--- src/pwm_out_pkg.sv ---
// Package: register map, field layout and carrier types for the PWM output stage
package pwm_out_pkg;

  // ------------------------------------------------------------------
  // Register offsets (byte addresses)
  // ------------------------------------------------------------------
  localparam logic [11:0] OFFS_PAIR_SWAP   = 12'h090;
  localparam logic [11:0] OFFS_OVERRIDE    = 12'h094;
  localparam logic [11:0] OFFS_SYNC_CTRL   = 12'h08C;

  // ------------------------------------------------------------------
  // Field layout
  // ------------------------------------------------------------------
  localparam int NUM_CH           = 8;
  localparam int NUM_PAIRS        = 4;
  localparam int SWAP_LSB         = 0;
  localparam int OVR_EN_LSB       = 0;
  localparam int OVR_LVL_LSB      = 8;
  localparam int SYNC_INV_SEL_BIT = 4;
  localparam int SYNC_OVR_SEL_BIT = 5;
  localparam int SYNC_SW_INV_BIT  = 11;
  localparam int SYNC_SW_OVR_BIT  = 12;
  localparam int SYNC_HW_INV_BIT  = 19;
  localparam int SYNC_HW_OVR_BIT  = 20;

  // ------------------------------------------------------------------
  // Reset values
  // ------------------------------------------------------------------
  localparam logic [3:0]  SWAP_RESET = 4'h0;
  localparam logic [15:0] OVR_RESET  = 16'h0000;

  // Override register image: levels above enables
  typedef struct packed {
    logic [7:0] level;
    logic [7:0] enable;
  } override_t;

  // Synchronization control bits kept by this block
  typedef struct packed {
    logic hw_ovr;
    logic hw_inv;
    logic sw_ovr;
    logic sw_inv;
    logic ovr_sel;
    logic inv_sel;
  } sync_ctrl_t;

endpackage

--- src/pwm_out_stage.sv ---
// PWM output stage: pair swap and per-channel software override behind APB
// ------------------------------------------------------------------
// How it works
// - With a pair swapped, even pin shows odd output and odd pin even output.
// - Four swap enables in bits 3..0; bit m swaps channel pair m.
// - Swap writes land in a buffer; active swaps load every clock or only on synchronization, per the swap select.
// - Swap bits 31..4 and override bits 31..16 read zero, ignore writes.
// - Override enables in bits 7..0, one per channel.
// - Override levels in bits 15..8; bit 8+n is channel n's forced level.
// - Enabled override drives the channel to its level bit.
// - Disabled override leaves the generated value untouched.
// - Override writes land in a buffer; active fields load every clock or only on synchronization, per the override select.
// - Override register resets to zero: no channel overridden.
// - Override select 0 loads every clock; 1 loads only on a sync event.
// - Swap select 0 loads every clock; 1 loads only on a sync event.
// - Swap sync starts by software trigger or hardware trigger when enabled.
// ------------------------------------------------------------------
//
// The implementer's own choice: the APB register port.
`timescale 1ns/100ps
module pwm_out_stage #(
  parameter int NCH = 8
) (
  input  wire logic             pclk,
  input  wire logic             presetn,
  input  wire logic             psel,
  input  wire logic             penable,
  input  wire logic             pwrite,
  input  wire logic [11:0]      paddr,
  input  wire logic [31:0]      pwdata,
  output logic      [31:0]      prdata,
  output logic                  pready,
  output logic                  pslverr,
  input  wire logic             sw_trigger,
  input  wire logic             hw_trigger,
  input  wire logic [NCH-1:0]   gen_out,
  output logic      [NCH-1:0]   ch_out,
  output logic      [NCH/2-1:0] swap_active,
  output logic      [15:0]      override_active
);

  // ------------------------------------------------------------------
  // APB decode
  // ------------------------------------------------------------------
  logic                    wr_en;
  logic                    hit_swap;
  logic                    hit_ovr;
  logic                    hit_sync;
  logic [NCH/2-1:0]        swap_buf_q;
  logic [NCH/2-1:0]        swap_act_q;
  pwm_out_pkg::override_t  ovr_buf_q;
  pwm_out_pkg::override_t  ovr_act_q;
  pwm_out_pkg::sync_ctrl_t sync_q;
  logic                    swap_load;
  logic                    ovr_load;
  logic [NCH-1:0]          swapped;
  logic [NCH-1:0]          ch_out_d;

  assign hit_swap = (paddr == pwm_out_pkg::OFFS_PAIR_SWAP);
  assign hit_ovr  = (paddr == pwm_out_pkg::OFFS_OVERRIDE);
  assign hit_sync = (paddr == pwm_out_pkg::OFFS_SYNC_CTRL);
  assign wr_en    = psel && penable && pwrite;
  // Zero wait states; unmapped addresses answer with an error
  assign pready   = 1'b1;
  assign pslverr  = psel && penable && !(hit_swap || hit_ovr || hit_sync);

  always_comb begin
    prdata = 32'h0000_0000;
    if (psel && !pwrite) begin
      // Reading returns the buffers, which software wrote last
      if (hit_swap) begin
        prdata[NCH/2-1:0] = swap_buf_q;
      end else if (hit_ovr) begin
        prdata[15:0] = ovr_buf_q;
      end else if (hit_sync) begin
        prdata[pwm_out_pkg::SYNC_INV_SEL_BIT] = sync_q.inv_sel;
        prdata[pwm_out_pkg::SYNC_OVR_SEL_BIT] = sync_q.ovr_sel;
        prdata[pwm_out_pkg::SYNC_SW_INV_BIT]  = sync_q.sw_inv;
        prdata[pwm_out_pkg::SYNC_SW_OVR_BIT]  = sync_q.sw_ovr;
        prdata[pwm_out_pkg::SYNC_HW_INV_BIT]  = sync_q.hw_inv;
        prdata[pwm_out_pkg::SYNC_HW_OVR_BIT]  = sync_q.hw_ovr;
      end
    end
  end

  // ------------------------------------------------------------------
  // Write buffers
  // ------------------------------------------------------------------
  always_ff @(posedge pclk or negedge presetn) begin
    if (!presetn) begin
      swap_buf_q <= pwm_out_pkg::SWAP_RESET;
    end else if (wr_en && hit_swap) begin
      swap_buf_q <= pwdata[NCH/2-1:0];
    end
  end

  always_ff @(posedge pclk or negedge presetn) begin
    if (!presetn) begin
      ovr_buf_q <= pwm_out_pkg::OVR_RESET;
    end else if (wr_en && hit_ovr) begin
      ovr_buf_q <= pwdata[15:0];
    end
  end

  always_ff @(posedge pclk or negedge presetn) begin
    if (!presetn) begin
      sync_q <= '0;
    end else if (wr_en && hit_sync) begin
      sync_q.inv_sel <= pwdata[pwm_out_pkg::SYNC_INV_SEL_BIT];
      sync_q.ovr_sel <= pwdata[pwm_out_pkg::SYNC_OVR_SEL_BIT];
      sync_q.sw_inv  <= pwdata[pwm_out_pkg::SYNC_SW_INV_BIT];
      sync_q.sw_ovr  <= pwdata[pwm_out_pkg::SYNC_SW_OVR_BIT];
      sync_q.hw_inv  <= pwdata[pwm_out_pkg::SYNC_HW_INV_BIT];
      sync_q.hw_ovr  <= pwdata[pwm_out_pkg::SYNC_HW_OVR_BIT];
    end
  end

  // ------------------------------------------------------------------
  // Register synchronization
  // ------------------------------------------------------------------
  // A sync event loads the buffer value present at that edge
  assign swap_load = !sync_q.inv_sel ||
                     (sync_q.sw_inv && sw_trigger) ||
                     (sync_q.hw_inv && hw_trigger);
  assign ovr_load  = !sync_q.ovr_sel ||
                     (sync_q.sw_ovr && sw_trigger) ||
                     (sync_q.hw_ovr && hw_trigger);

  always_ff @(posedge pclk or negedge presetn) begin
    if (!presetn) begin
      swap_act_q <= pwm_out_pkg::SWAP_RESET;
    end else if (swap_load) begin
      swap_act_q <= swap_buf_q;
    end
  end

  always_ff @(posedge pclk or negedge presetn) begin
    if (!presetn) begin
      ovr_act_q <= pwm_out_pkg::OVR_RESET;
    end else if (ovr_load) begin
      ovr_act_q <= ovr_buf_q;
    end
  end

  assign swap_active     = swap_act_q;
  assign override_active = ovr_act_q;

  // ------------------------------------------------------------------
  // Output path: swap, then override
  // ------------------------------------------------------------------
  for (genvar n = 0; n < NCH; n++) begin : g_ch
    assign swapped[n] = swap_act_q[n/2] ? gen_out[n ^ 1] : gen_out[n];
    // Override wins over the swapped value
    assign ch_out_d[n] = ovr_act_q.enable[n] ? ovr_act_q.level[n] : swapped[n];
  end

  // One register for all pins keeps the mux glitches off the outputs
  always_ff @(posedge pclk or negedge presetn) begin
    if (!presetn) begin
      ch_out <= '0;
    end else begin
      ch_out <= ch_out_d;
    end
  end

  // ------------------------------------------------------------------
  // Assertions
  // ------------------------------------------------------------------
  property p_swap_pin;
    @(posedge pclk) disable iff (!presetn)
      (swap_act_q[0] && !ovr_act_q.enable[0]) |=> (ch_out[0] == $past(gen_out[1]));
  endproperty
  a_swap_pin: assert property (p_swap_pin) else $error("swap pin 0 wrong");

  property p_swap_hold;
    @(posedge pclk) disable iff (!presetn)
      (sync_q.inv_sel && !sw_trigger && !hw_trigger) |=> $stable(swap_act_q);
  endproperty
  a_swap_hold: assert property (p_swap_hold) else $error("swap changed without sync");

  property p_reserved_zero;
    @(posedge pclk) disable iff (!presetn)
      (psel && hit_ovr) |-> (prdata[31:16] == 16'h0000);
  endproperty
  a_reserved_zero: assert property (p_reserved_zero) else $error("reserved bits set");

  property p_force;
    @(posedge pclk) disable iff (!presetn)
      ovr_act_q.enable[3] |=> (ch_out[3] == $past(ovr_act_q.level[3]));
  endproperty
  a_force: assert property (p_force) else $error("override level not driven");

  property p_pass;
    @(posedge pclk) disable iff (!presetn)
      (!ovr_act_q.enable[5] && !swap_act_q[2]) |=> (ch_out[5] == $past(gen_out[5]));
  endproperty
  a_pass: assert property (p_pass) else $error("generated value altered");

  property p_ovr_hold;
    @(posedge pclk) disable iff (!presetn)
      (sync_q.ovr_sel && !sw_trigger && !hw_trigger) |=> $stable(ovr_act_q);
  endproperty
  a_ovr_hold: assert property (p_ovr_hold) else $error("override changed without sync");

  property p_ovr_follow;
    @(posedge pclk) disable iff (!presetn)
      !sync_q.ovr_sel |=> (ovr_act_q == $past(ovr_buf_q));
  endproperty
  a_ovr_follow: assert property (p_ovr_follow) else $error("override not loaded");

  property p_swap_follow;
    @(posedge pclk) disable iff (!presetn)
      !sync_q.inv_sel |=> (swap_act_q == $past(swap_buf_q));
  endproperty
  a_swap_follow: assert property (p_swap_follow) else $error("swap not loaded");

  property p_sw_sync;
    @(posedge pclk) disable iff (!presetn)
      (sync_q.sw_inv && sw_trigger) |=> (swap_act_q == $past(swap_buf_q));
  endproperty
  a_sw_sync: assert property (p_sw_sync) else $error("sw trigger ignored");

  // ------------------------------------------------------------------
  // Swap path checks
  // ------------------------------------------------------------------
  property p_swap_pin_odd;
    @(posedge pclk) disable iff (!presetn)
      (swap_act_q[0] && !ovr_act_q.enable[1]) |=> (ch_out[1] == $past(gen_out[0]));
  endproperty
  a_swap_pin_odd: assert property (p_swap_pin_odd) else $error("swap pin 1 wrong");

  property p_swap_pair3;
    @(posedge pclk) disable iff (!presetn)
      (swap_act_q[3] && !ovr_act_q.enable[7]) |=> (ch_out[7] == $past(gen_out[6]));
  endproperty
  a_swap_pair3: assert property (p_swap_pair3) else $error("pair 3 swap wrong");

  property p_noswap;
    @(posedge pclk) disable iff (!presetn)
      (!swap_act_q[1] && !ovr_act_q.enable[2]) |=> (ch_out[2] == $past(gen_out[2]));
  endproperty
  a_noswap: assert property (p_noswap) else $error("unswapped pair altered");

  property p_swap_buf_write;
    @(posedge pclk) disable iff (!presetn)
      (wr_en && hit_swap) |=> (swap_buf_q == $past(pwdata[NCH/2-1:0]));
  endproperty
  a_swap_buf_write: assert property (p_swap_buf_write) else $error("swap buffer write lost");

  property p_swap_buf_hold;
    @(posedge pclk) disable iff (!presetn)
      !(wr_en && hit_swap) |=> $stable(swap_buf_q);
  endproperty
  a_swap_buf_hold: assert property (p_swap_buf_hold) else $error("swap buffer changed");

  property p_rsv_swap;
    @(posedge pclk) disable iff (!presetn)
      (psel && hit_swap) |-> (prdata[31:4] == 28'h0000000);
  endproperty
  a_rsv_swap: assert property (p_rsv_swap) else $error("swap reserved bits set");

  property p_err_no_write;
    @(posedge pclk) disable iff (!presetn)
      (pslverr && pwrite) |=> ($stable(swap_buf_q) && $stable(ovr_buf_q));
  endproperty
  a_err_no_write: assert property (p_err_no_write) else $error("unmapped write landed");

  // ------------------------------------------------------------------
  // Override path checks
  // ------------------------------------------------------------------
  property p_ovr_buf_write;
    @(posedge pclk) disable iff (!presetn)
      (wr_en && hit_ovr) |=> (ovr_buf_q == $past(pwdata[15:0]));
  endproperty
  a_ovr_buf_write: assert property (p_ovr_buf_write) else $error("override buffer write lost");

  property p_ovr_buf_hold;
    @(posedge pclk) disable iff (!presetn)
      !(wr_en && hit_ovr) |=> $stable(ovr_buf_q);
  endproperty
  a_ovr_buf_hold: assert property (p_ovr_buf_hold) else $error("override buffer changed");

  property p_force_low;
    @(posedge pclk) disable iff (!presetn)
      (ovr_act_q.enable[0] && !ovr_act_q.level[0]) |=> !ch_out[0];
  endproperty
  a_force_low: assert property (p_force_low) else $error("forced low not driven");

  property p_level_ignored;
    @(posedge pclk) disable iff (!presetn)
      (!ovr_act_q.enable[0] && !swap_act_q[0]) |=> (ch_out[0] == $past(gen_out[0]));
  endproperty
  a_level_ignored: assert property (p_level_ignored) else $error("idle level leaked");

  property p_override_wins;
    @(posedge pclk) disable iff (!presetn)
      (ovr_act_q.enable[1] && swap_act_q[0]) |=> (ch_out[1] == $past(ovr_act_q.level[1]));
  endproperty
  a_override_wins: assert property (p_override_wins) else $error("swap beat override");

  // ------------------------------------------------------------------
  // Synchronization checks
  // ------------------------------------------------------------------
  property p_hw_sync;
    @(posedge pclk) disable iff (!presetn)
      (sync_q.hw_inv && hw_trigger) |=> (swap_act_q == $past(swap_buf_q));
  endproperty
  a_hw_sync: assert property (p_hw_sync) else $error("hw trigger ignored");

  property p_ovr_sw_sync;
    @(posedge pclk) disable iff (!presetn)
      (sync_q.sw_ovr && sw_trigger) |=> (ovr_act_q == $past(ovr_buf_q));
  endproperty
  a_ovr_sw_sync: assert property (p_ovr_sw_sync) else $error("override sw sync lost");

  property p_ovr_hw_sync;
    @(posedge pclk) disable iff (!presetn)
      (sync_q.hw_ovr && hw_trigger) |=> (ovr_act_q == $past(ovr_buf_q));
  endproperty
  a_ovr_hw_sync: assert property (p_ovr_hw_sync) else $error("override hw sync lost");

  // Every channel obeys the final mux, not only the sampled ones above
  for (genvar k = 0; k < NCH; k++) begin : g_ch_chk
    property p_ch_forced;
      @(posedge pclk) disable iff (!presetn)
        ovr_act_q.enable[k] |=> (ch_out[k] == $past(ovr_act_q.level[k]));
    endproperty
    a_ch_forced: assert property (p_ch_forced) else $error("forced level missing");

    property p_ch_free;
      @(posedge pclk) disable iff (!presetn)
        !ovr_act_q.enable[k] |=> (ch_out[k] == $past(swapped[k]));
    endproperty
    a_ch_free: assert property (p_ch_free) else $error("unforced channel altered");
  end

  c_swap_used: cover property (@(posedge pclk) disable iff (!presetn) swap_act_q != '0);
  c_ovr_used: cover property (@(posedge pclk) disable iff (!presetn) ovr_act_q.enable != '0);
  c_hw_sync: cover property (@(posedge pclk) disable iff (!presetn)
                             sync_q.hw_inv && hw_trigger);
  c_sw_sync: cover property (@(posedge pclk) disable iff (!presetn)
                             sync_q.sw_ovr && sw_trigger);
  c_unmapped: cover property (@(posedge pclk) disable iff (!presetn) pslverr);

endmodule // pwm_out_stage

--- config.mk ---
export PLATFORM = sky130hd
export DESIGN_NAME = pwm_out_stage
export DESIGN_NICKNAME = d
export VERILOG_FILES = /design/src/pwm_out_pkg.sv /design/src/pwm_out_stage.sv
export SDC_FILE = /design/constraint.sdc
export NUM_CORES = 1
export LEC_CHECK = 0
export BUFFER_PORTS_ARGS = -buffer_cell sky130_fd_sc_hd__buf_2
export CORE_AREA = 3 3 83 124
export CTS_CLUSTER_DIAMETER = 40
export DETAILED_ROUTE_END_ITERATION = 8
export DIE_AREA = 0 0 86 127
export HOLD_SLACK_MARGIN = 0.03
export MAX_ROUTING_LAYER = met4
export PLACE_DENSITY = 0.51
export SLEW_MARGIN = 20
export SYNTH_ARGS = -nofsm -noshare
export SYNTH_HDL_FRONTEND = slang
export SYNTH_SLANG_ARGS = --single-unit
--- constraint.sdc ---
create_clock -name pclk -period 1.83 [get_ports pclk]
set_input_delay 0.183 -clock pclk [delete_from_list [all_inputs] [get_ports pclk]]
set_output_delay 0.183 -clock pclk [all_outputs]
set_load 0.02 [all_outputs]
==> results of run 1 <==
==> flip-flops by register name, summed over array words and instances (netlist names) <==
register	cells
ovr_buf_q	16
override_active	16
swap_active	4
ch_out	8
sync_q	6
swap_buf_q	4
==> area by class of cell <==
| class | count | area share |
|---|---|---|
| Inverter | 9 | 0.01013 |
| Tap cell | 112 | 0.04201 |
| Clock buffer | 6 | 0.04164 |
| Clock inverter | 1 | 0.009002 |
| Timing Repair Buffer | 98 | 0.1605 |
| Sequential cell | 54 | 0.4051 |
| Multi-Input combinational cell | 138 | 0.3316 |
==> metal layers <==
layer	vias to the layer above	wire, µm	track usage
met5	-	0	-
met4	0	114	0.04753
met3	6	329	0.02258
met2	66	3393	0.2099
met1	921	2587	0.1438
li1	907	-	-
==> per-stage QoR <==
stage | cell area, µm² | setup WS (ns) | total power [W]
3_3_place_gp | 3157 | 0.1473 | 0.001418
2_1_floorplan | 2639 | 0.2416 | 0.001330
5_1_grt | 3336 | 0.04985 | 0.002593
4_1_cts | 3336 | 0.1513 | 0.002534
3_5_place_dp | 3157 | 0.1540 | 0.001420
6_report | 3336 | 0.1840 | 0.002491
==> critical path, stage by stage <==
cell and delay (ns):
buf_2 0.11, nor4b_4 0.41, nand4_1 0.18, buf_4 0.21
nor3_1 0.16, buf_2 0.20
==> kinds of logic after synthesis <==
logic type | count (synthesis) | synth area share
compound gates | 16 | 0.04058
buf+inv | 29 | 0.07005
flops | 54 | 0.5217
mux | 58 | 0.2464
other cells | 2 | 0.002900
simple gates | 49 | 0.1184
==> worst paths after layout <==
path	to	from
setup / recovery	prdata[6]	paddr[1]
hold / removal	ovr_buf_q[9]	pwdata[9]
setup reg to reg	override_active[4]	sync_q[5]
hold reg to reg	ch_out[6]	override_active[14]
max in group asynchronous	override_active[10]	presetn
min in group asynchronous	sync_q[4]	presetn
==> synth_stat cells <==
cell type	instances	area share
mux2i_1	12	0.046
nand2_1	10	0.014
nor4b_4	1	0.0092
a2bb2oi_1	4	0.014
buf_4	16	0.046
nor2_1	5	0.0072
clkbuf_1	2	0.0029
and4bb_2	1	0.0048
dfrtp_1	54	0.52
conb_1	2	0.0029
nor3b_2	1	0.0048
and4_1	4	0.014
and2_1	1	0.0024
nand4_1	3	0.0072
inv_1	9	0.013
nor2b_1	2	0.0048
o211ai_1	1	0.0029
nor4_4	1	0.0082
a22oi_1	2	0.0058
a21o_1	1	0.0029
and4b_1	1	0.0039
buf_2	1	0.0019
o21ai_0	8	0.015
and3_1	2	0.0048
buf_8	1	0.0058
mux2_2	36	0.16
nand3_1	5	0.0097
nor3_1	12	0.023
mux2_1	10	0.043
==> where the power goes <==
part / switching (W) / leakage (nW) / internal (W)
logic: 0.000121 / 0.920 / 0.0000676
registers: 0.00000296 / 0.736 / 0.00120
clock network: 0.000421 / 0.0829 / 0.000676
==> results.py, run 1 <==
metrics = {
    "route": {
        "drt-vias-per-instance": 4.545,
        "vias": 1900,
        "drt-pass1-iter-count": 4,
        "wire_per_inst_um": 15.37,
        "ant_nets": 0,
        "drt_wl_total_mm": 6.425,
        "drtIter0Drc": 89,
        "drc": 0,
    },
    "placement": {
        "dpl.hpwl_mm": 4.804,
        "gp_congestion": 0.7666,
        "placed_cells": 410,
        "port_buffers": 91,
    },
    "cts": {
        "cts_root_buffer": "clkbuf_16",
        "clk-insertion-delay-late_ns": 0.29,
        "post_cts_resized": 0,
        "htreeDepth": 2,
        "postCtsSetupBuffers": 0,
        "cts_hold_buf": 1,
        "clk_path_buf_depth": 2,
        "clock_sinks": 54,
        "cts_tree": "built",
        "clkSlewWorstSetupHoldPaths_ns": 0.07,
        "cts_buffers": 5,
    },
    "critical_path": {
        "crit_required_ns": 1.65,
        "end_kind": "primary output",
        "crit_fanout": 8,
        "ff2ff_path_depth": 4,
        "critPathLaunchType": "input port",
        "worstPathArrival_ns": 1.46,
        "critical_path_class": "in -> out",
        "reg2reg_setup_slack_ns": 0.56,
    },
    "pwr": {
        "powerDensity_nw_per_um2": 746.9,
        "p_leak_nw": 1.739,
        "ir_worst_vdd_v": 0.0003769,
    },
    "sta": {
        "min_period_ns": 1.646,
        "hold_viol": 0,
        "fin_tns_setup_ns": 0,
        "fmax_mhz": 607.5,
        "rsz0062_at_grt": "false",
        "final-setup-viol-count": 0,
        "slew_viol_final": 0,
        "fin_crit_sh": 0.8994,
        "fin_worst_skew_ns": 0.003231,
        "holdWs_ns": 0.1052,
    },
    "global_routing": {
        "grt_pass1_vias": 1875,
        "antenna_found_initial": 0,
        "grt_max_degree": 55,
        "grt.overflow.total": 0,
        "grtUsageTotal": 0.1237,
        "grt_pass1_wl_mm": 9.970,
    },
    "cells_and_area": {
        "regArea_um2": 1351,
        "layout-drive-gt1-share": 0.4706,
        "post-route-util": 0.3584,
        "fill_cells": 953,
        "multi_input_area_um2": 1106,
        "final_cell_mix": "91 x buf_2, 54 x dfrtp_1, 36 x mux2_2, 15 x conb_1",
        "final_common_cell": "buf_2",
        "finalNonFillerCells": 418,
        "antenna_cells": 0,
        "layout.nets": 365,
        "area_growth_pct": 28.79,
    },
    "synth": {
        "netlist_area_um2": 2590,
        "synth_warnings": 0,
        "yosysSeqAreaShare": 0.5217,
        "synth_area_per_cell_um2": 12.45,
        "synth.distinct_cells": 29,
        "syn_inst": 208,
        "synth_seq_cells": 54,
    },
    "floorplanning": {
        "chipHeight_um": 127,
        "fp.dieArea_um2": 10920,
        "core_um2": 9308,
        "std_cell_rows": 43,
        "start_util": 0.2783,
        "ios": 121,
        "die_x_um": 86,
    },
    "run_status": {
        "status": "finished, final reports clean",
    },
    "worst_hold_path": {
        "hold_path_class": "in -> reg",
        "worstHoldPathCells": 2,
    },
    "job": {
        "cap_viol_max_count": 0,
    },
}
No activity file was read; power rests on OpenSTA's default activity.
==> run 2, diff against run 1 <==
- SETUP_SLACK_MARGIN: not set -> 0.5
==> run 2 against run 1 <==
  * Clock skew up 0.0024 ns
  * Register-to-register slack got worse by 0.09 ns
  * Power is 0.80% higher
  * Critical path depth grew 1
  * Critical path type unchanged
==> results.py, run 2 (synthesis gave the netlist of run 1 again) <==
metrics = {
    "cells_and_area": {
        "fin_area_um2": 3864,
        "layout.nets": 380,
        "area_growth_pct": 49.18,
        "final_common_cell": "buf_2",
        "layout-drive-gt1-share": 0.5901,
        "final_cell_mix": "68 x buf_2, 54 x dfrtp_1, 36 x mux2_2, 21 x buf_6",
    },
    "critical_path": {
        "end_kind": "primary output",
        "crit_required_ns": 1.65,
        "crit_fanout": 6,
        "worstPathArrival_ns": 1.37,
        "critPathLaunchType": "input port",
        "critical_path_class": "in -> out",
    },
    "route": {
        "drt-pass1-iter-count": 4,
        "drt_wl_total_mm": 7.160,
        "drtIter0Drc": 77,
        "ant_nets": 0,
        "vias": 1984,
        "wire_per_inst_um": 16.46,
        "drc": 0,
        "drt-vias-per-instance": 4.561,
    },
    "floorplanning": {
        "core_um2": 9308,
        "chipHeight_um": 127,
        "fp.dieArea_um2": 10920,
        "std_cell_rows": 43,
        "ios": 121,
        "start_util": 0.2783,
        "die_x_um": 86,
    },
    "placement": {
        "dpl.hpwl_mm": 4.951,
        "port_buffers": 91,
        "gp_congestion": 0.7482,
        "placement.cell_area_um2": 3289,
    },
    "cts": {
        "htreeDepth": 2,
        "clock_sinks": 54,
        "cts_tree": "built",
        "cts_buffers": 5,
        "clkSlewWorstSetupHoldPaths_ns": 0.07,
        "clk-insertion-delay-late_ns": 0.29,
        "clk_path_buf_depth": 2,
        "cts_root_buffer": "clkbuf_16",
    },
    "sta": {
        "fin_crit_sh": 0.8464,
        "fmax_mhz": 645.6,
        "slew_viol_final": 0,
        "final-setup-viol-count": 0,
        "rsz0062_at_grt": "true",
        "fin_worst_skew_ns": 0.005673,
        "fin_tns_setup_ns": 0,
        "hold_viol": 0,
        "min_period_ns": 1.549,
    },
    "pwr": {
        "switchingPower_w": 0.0005849,
        "powerDensity_nw_per_um2": 649.9,
        "p_leak_nw": 1.940,
        "combPwrFrac": 0.086,
        "ir_worst_vdd_v": 0.0003060,
        "power_frac_seq": 0.480,
        "swShare": 0.2329,
        "clock_power_share": 0.434,
        "p_int_w": 0.001926,
    },
    "job": {
        "cap_viol_max_count": 0,
    },
    "global_routing": {
        "grt.overflow.total": 0,
        "grt_pass1_wl_mm": 10.79,
        "grt_max_degree": 29,
        "grt_pass1_vias": 2003,
        "antenna_found_initial": 1,
        "grtUsageTotal": 0.1336,
    },
    "run_status": {
        "status": "finished, final reports clean",
    },
    "worst_hold_path": {
        "hold_path_class": "in -> reg",
    },
}
-- run 2: cell count changes in the layout (fill, tap and decap cells not counted), sizes merged --
cell | before | now
clkinvlp | 0 | 1
inv | 9 | 8
clkinv | 0 | 2
buf | 97 | 109
clkbuf | 6 | 8
diode | 0 | 1
-- run 2: path summary, 6_finish.rpt --
kind | cells after the start | slack (ns) | end | start
min in group asynchronous | 2 | 0.34 | sync_q[1] | presetn
setup / recovery | 7 | 0.28 | prdata[10] | paddr[0]
setup reg to reg | 5 | 0.47 | override_active[11] | sync_q[3]
hold reg to reg | 2 | 0.51 | ch_out[0] | override_active[8]
hold / removal | 2 | 0.11 | ovr_buf_q[8] | pwdata[8]
max in group asynchronous | 3 | 0.97 | swap_buf_q[2] | presetn
-- run 2: layer usage --
metal | vias up | part of all wire | track usage
met1 | 969 | 0.41 | 0.1620
met4 | 0 | 0.019 | 0.05126
met5 | - | 0 | -
met2 | 67 | 0.53 | 0.2172
met3 | 8 | 0.049 | 0.02710
li1 | 940 | - | -
-- run 2: critical path, stage by stage --
cell	delay (ns)
buf_6	0.09
nor4b_4	0.33
nand4_1	0.17
buf_6	0.17
buf_12	0.15
nor3_4	0.12
buf_6	0.14
-- run 2: layout make-up --
| class | instances | area [µm²] |
|---|---|---|
| inverters | 9 | 37.54 |
| fillers | 893 | 5444 |
| diodes | 1 | 2.502 |
| clock buffers | 5 | 125.1 |
| flip-flops and latches | 54 | 1351 |
| multi-input cells | 138 | 1303 |
| repair buffers | 113 | 864.6 |
| clock inverters | 3 | 40.04 |
| well taps | 112 | 140.1 |
-- run 2: per-stage QoR --
step / util / hold slack [ns] / worst slack [ns] / power, W / instances
CTS: 0.4015 / 0.1012 / 0.2630 / 0.002533 / 429
detailed placement: 0.3534 / 0.1291 / 0.1319 / 0.001428 / 410
global placement: 0.3534 / 0.1215 / 0.1678 / 0.001424 / 410
floorplan: - / -0.1126 / 0.3481 / 0.001336 / 221
finish: 0.4151 / 0.1051 / 0.2810 / 0.002511 / 435
global route: 0.4151 / 0.1042 / 0.2173 / 0.002602 / 435
-- run 2: repair_timing --
item | CTS | global route
resized for setup | 49 | 14
cloned | 1 | 2
hold buffers | 1 | 0
pin swaps | 12 | 4
endpoints found under the hold margin | 14 | 0
setup buffers | 9 | 3
endpoints found under the setup margin | 41 | 59
-- run 2: power by group through the flow --
stage | clock [W] | combinational (W) | sequential (W)
floorplan | 0 | 0.0000935 | 0.00124
global placement | 0 | 0.000196 | 0.00123
detailed placement | 0 | 0.000199 | 0.00123
CTS | 0.00111 | 0.000215 | 0.00121
global route | 0.00116 | 0.000239 | 0.00121
finish | 0.00109 | 0.000216 | 0.00121
==> run 3, diff against run 2 <==
- ABC_AREA: not set -> 1
- CORE_AREA: 3 3 83 124 -> 3 3 86 129
- DIE_AREA: 0 0 86 127 -> 0 0 89 132
- PLACE_DENSITY: 0.51 -> 0.5
- clock period: 1.83 -> 1.45 ns (I/O delays scaled with it)
==> run 3 against run 2 <==
  * Register-to-register slack got worse by 0.24 ns
  * Power increased by 22%
  * First-iteration DRC count increased by 44%
  * Global-route usage increased by 2.5 points
  * Final cell count increased by 43%
  * Clock power increased by 9%
  * Critical path type unchanged
==> results.py, run 3 <==
metrics = {
    "run_status": {
        "status": "finished, final reports clean",
    },
    "cells_and_area": {
        "final_common_cell": "nand2_1",
        "layout.nets": 564,
        "fill_cells": 976,
        "antenna_cells": 0,
        "finalNonFillerCells": 621,
        "multi_input_area_um2": 1753,
        "regArea_um2": 1351,
        "fin_area_um2": 4972,
        "final_cell_mix": "86 x nand2_1, 68 x buf_6, 54 x dfrtp_1, 36 x buf_2, 34 x nand2_2",
        "layout-drive-gt1-share": 0.5575,
        "area_growth_pct": 78.37,
        "post-route-util": 0.4934,
    },
    "critical_path": {
        "crit_required_ns": 1.31,
        "critPathSlowestCell": "nor2_4",
        "cp_cell_sequence": "buf_6, nor2_4, nand2_4, inv_2, nand2_2, nor2_4, buf_6, nand2_4, a21oi_4, buf_6",
        "crit_fanout": 5,
        "critPathLaunchType": "input port",
        "cp_common_cell": "buf_6",
        "crit_path_max_incr_delay_ns": 0.20,
        "end_kind": "primary output",
        "critical_path_class": "in -> out",
        "worstPathArrival_ns": 1.22,
    },
    "synth": {
        "synth_xor_area_frac": 0,
        "synth-edff-count": 0,
        "synth_top_family_by_area": "simple AND/OR/NAND/NOR gates",
        "syn_inst": 363,
        "synth_warnings": 0,
        "synth_common_cells": "124 x nand2_1, 54 x dfrtp_1, 40 x inv_1",
        "synth_mux_area_frac": 0.004039,
        "synth.most_common_cell": "nand2_1",
        "synth_top_area_cell": "dfrtp_1",
        "synthTopCellsByArea": "dfrtp_1 48%, nand2_1 17%, inv_1 5.4%",
        "synth_seq_cells": 54,
        "synth-adder-area-share": 0,
        "yosysSeqAreaShare": 0.4847,
        "synth-compound-area-share": 0.08079,
        "ys.flop_type": "dfrtp_1",
        "synthArstFlopShare": 1.000,
        "synth.distinct_cells": 22,
        "netlist_area_um2": 2788,
        "synth_top_area_share": 0.4847,
        "synth-simple-area-share": 0.3075,
        "synth_area_per_cell_um2": 7.680,
    },
    "global_routing": {
        "grt_pass1_vias": 2677,
        "grt_max_degree": 55,
        "grt_pass1_wl_mm": 13.86,
        "antenna_found_initial": 0,
        "grt.overflow.total": 0,
        "grtUsageTotal": 0.1587,
    },
    "placement": {
        "gp_congestion": 0.7939,
        "port_buffers": 91,
        "placement.cell_area_um2": 3593,
        "dpl.hpwl_mm": 6.186,
        "placed_cells": 572,
    },
    "cts": {
        "clk-insertion-delay-late_ns": 0.29,
        "cts_tree": "built",
        "cts_root_buffer": "clkbuf_16",
        "clkSlewWorstSetupHoldPaths_ns": 0.07,
        "cts_buffers": 5,
        "htreeDepth": 2,
        "clock_sinks": 54,
        "clk_path_buf_depth": 2,
    },
    "pwr": {
        "ir_worst_vdd_v": 0.0004029,
        "powerDensity_nw_per_um2": 616.3,
        "p_leak_nw": 2.482,
    },
    "route": {
        "drt-pass1-iter-count": 4,
        "drtIter0Drc": 111,
        "drt-vias-per-instance": 4.446,
        "ant_nets": 0,
        "drt_wl_total_mm": 9.171,
        "vias": 2761,
        "drc": 0,
        "wire_per_inst_um": 14.77,
    },
    "floorplanning": {
        "start_util": 0.2766,
        "die_x_um": 89,
        "fp.dieArea_um2": 11750,
        "ios": 121,
        "chipHeight_um": 132,
        "std_cell_rows": 45,
        "core_um2": 10080,
    },
    "job": {
        "cap_viol_max_count": 0,
    },
    "sta": {
        "min_period_ns": 1.365,
        "fin_crit_sh": 0.9412,
        "slew_viol_final": 0,
        "fin_worst_skew_ns": 0.004363,
        "rsz0062_at_grt": "true",
        "fmax_mhz": 732.7,
        "hold_viol": 0,
        "final-setup-viol-count": 0,
    },
    "worst_hold_path": {
        "hold_path_class": "in -> reg",
    },
}
-- run 3: changes by cell type after synthesis, moves of 12 or more --
cell | before | now
nand2_1 | 10 | 124
nor2_1 | 5 | 30
o21ai_0 | 8 | 20
mux2_2 | 36 | 1
a21oi_1 | 0 | 19
inv_1 | 9 | 40
mux2i_1 | 12 | 0
nand2_2 | 0 | 13
nand3_1 | 5 | 20
-- run 3: report_power, final --
part           internal [W]  switching (W)  leakage [nW]
clock network      0.000669       0.000522        0.0688
registers           0.00152     0.00000663         0.736
logic              0.000135       0.000213          1.68
-- run 3: worst max-delay path: cells and delay by family --
family / cells / cell delay [ns]
AOI/OAI and AO/OA: 1 / 0.16
buffers and inverters: 4 / 0.44
and+or+nand+nor: 5 / 0.48
-- run 3: stage by stage --
stage	setup WS (ns)	hold slack, ns	TNS, ns	total power [W]
finish	0.08525	0.04498	0	0.003065
global route	0.01507	0.05615	0	0.003187
CTS	0.09675	0.03999	0	0.003062
detailed placement	-0.09356	0.1659	-1.972	0.001835
global placement	-0.06935	0.1640	-1.559	0.001832
floorplan	0.3455	-0.1506	0	0.001714
-- run 3: worst paths after layout --
kind	from	to	slack [ns]	depth (start not counted)
max reg2reg	sync_q[3]	override_active[4]	0.23	6
min reg2reg	ovr_buf_q[3]	ovr_buf_q[3]	0.49	2
min	pwdata[9]	ovr_buf_q[9]	0.04	3
min in group asynchronous	presetn	swap_buf_q[3]	0.36	3
max	paddr[9]	prdata[2]	0.09	10
max in group asynchronous	presetn	sync_q[4]	0.80	3
-- run 3: kinds of logic (layout without fill, tap and decap cells) --
family	after synthesis	in the layout
compound gates	43	43
mux	1	1
simple gates	196	197
buf+inv	67	194
other cells	2	15
flops	54	54
-- run 3: what timing repair did --
item	CTS	global route
hold buffers	1	0
resized for setup	142	102
setup buffers	27	9
hold endpoints to repair	54	0
pin swaps	20	28
setup endpoints to repair	88	100
cloned	3	3
-- run 3: cell type report --
class | count | area share
clock buffer | 6 | 0.02793
inverter | 45 | 0.03800
multi-input combinational | 256 | 0.3525
sequential | 54 | 0.2718
tap | 117 | 0.02944
timing repair buffer | 143 | 0.2803
-- run 3: metal layers --
metal  share of wire  wire, µm  track usage
met5               0         0            -
met4           0.015       134      0.04967
met3           0.035       322      0.01814
met2            0.56      5166       0.2798
met1            0.39      3547       0.1835
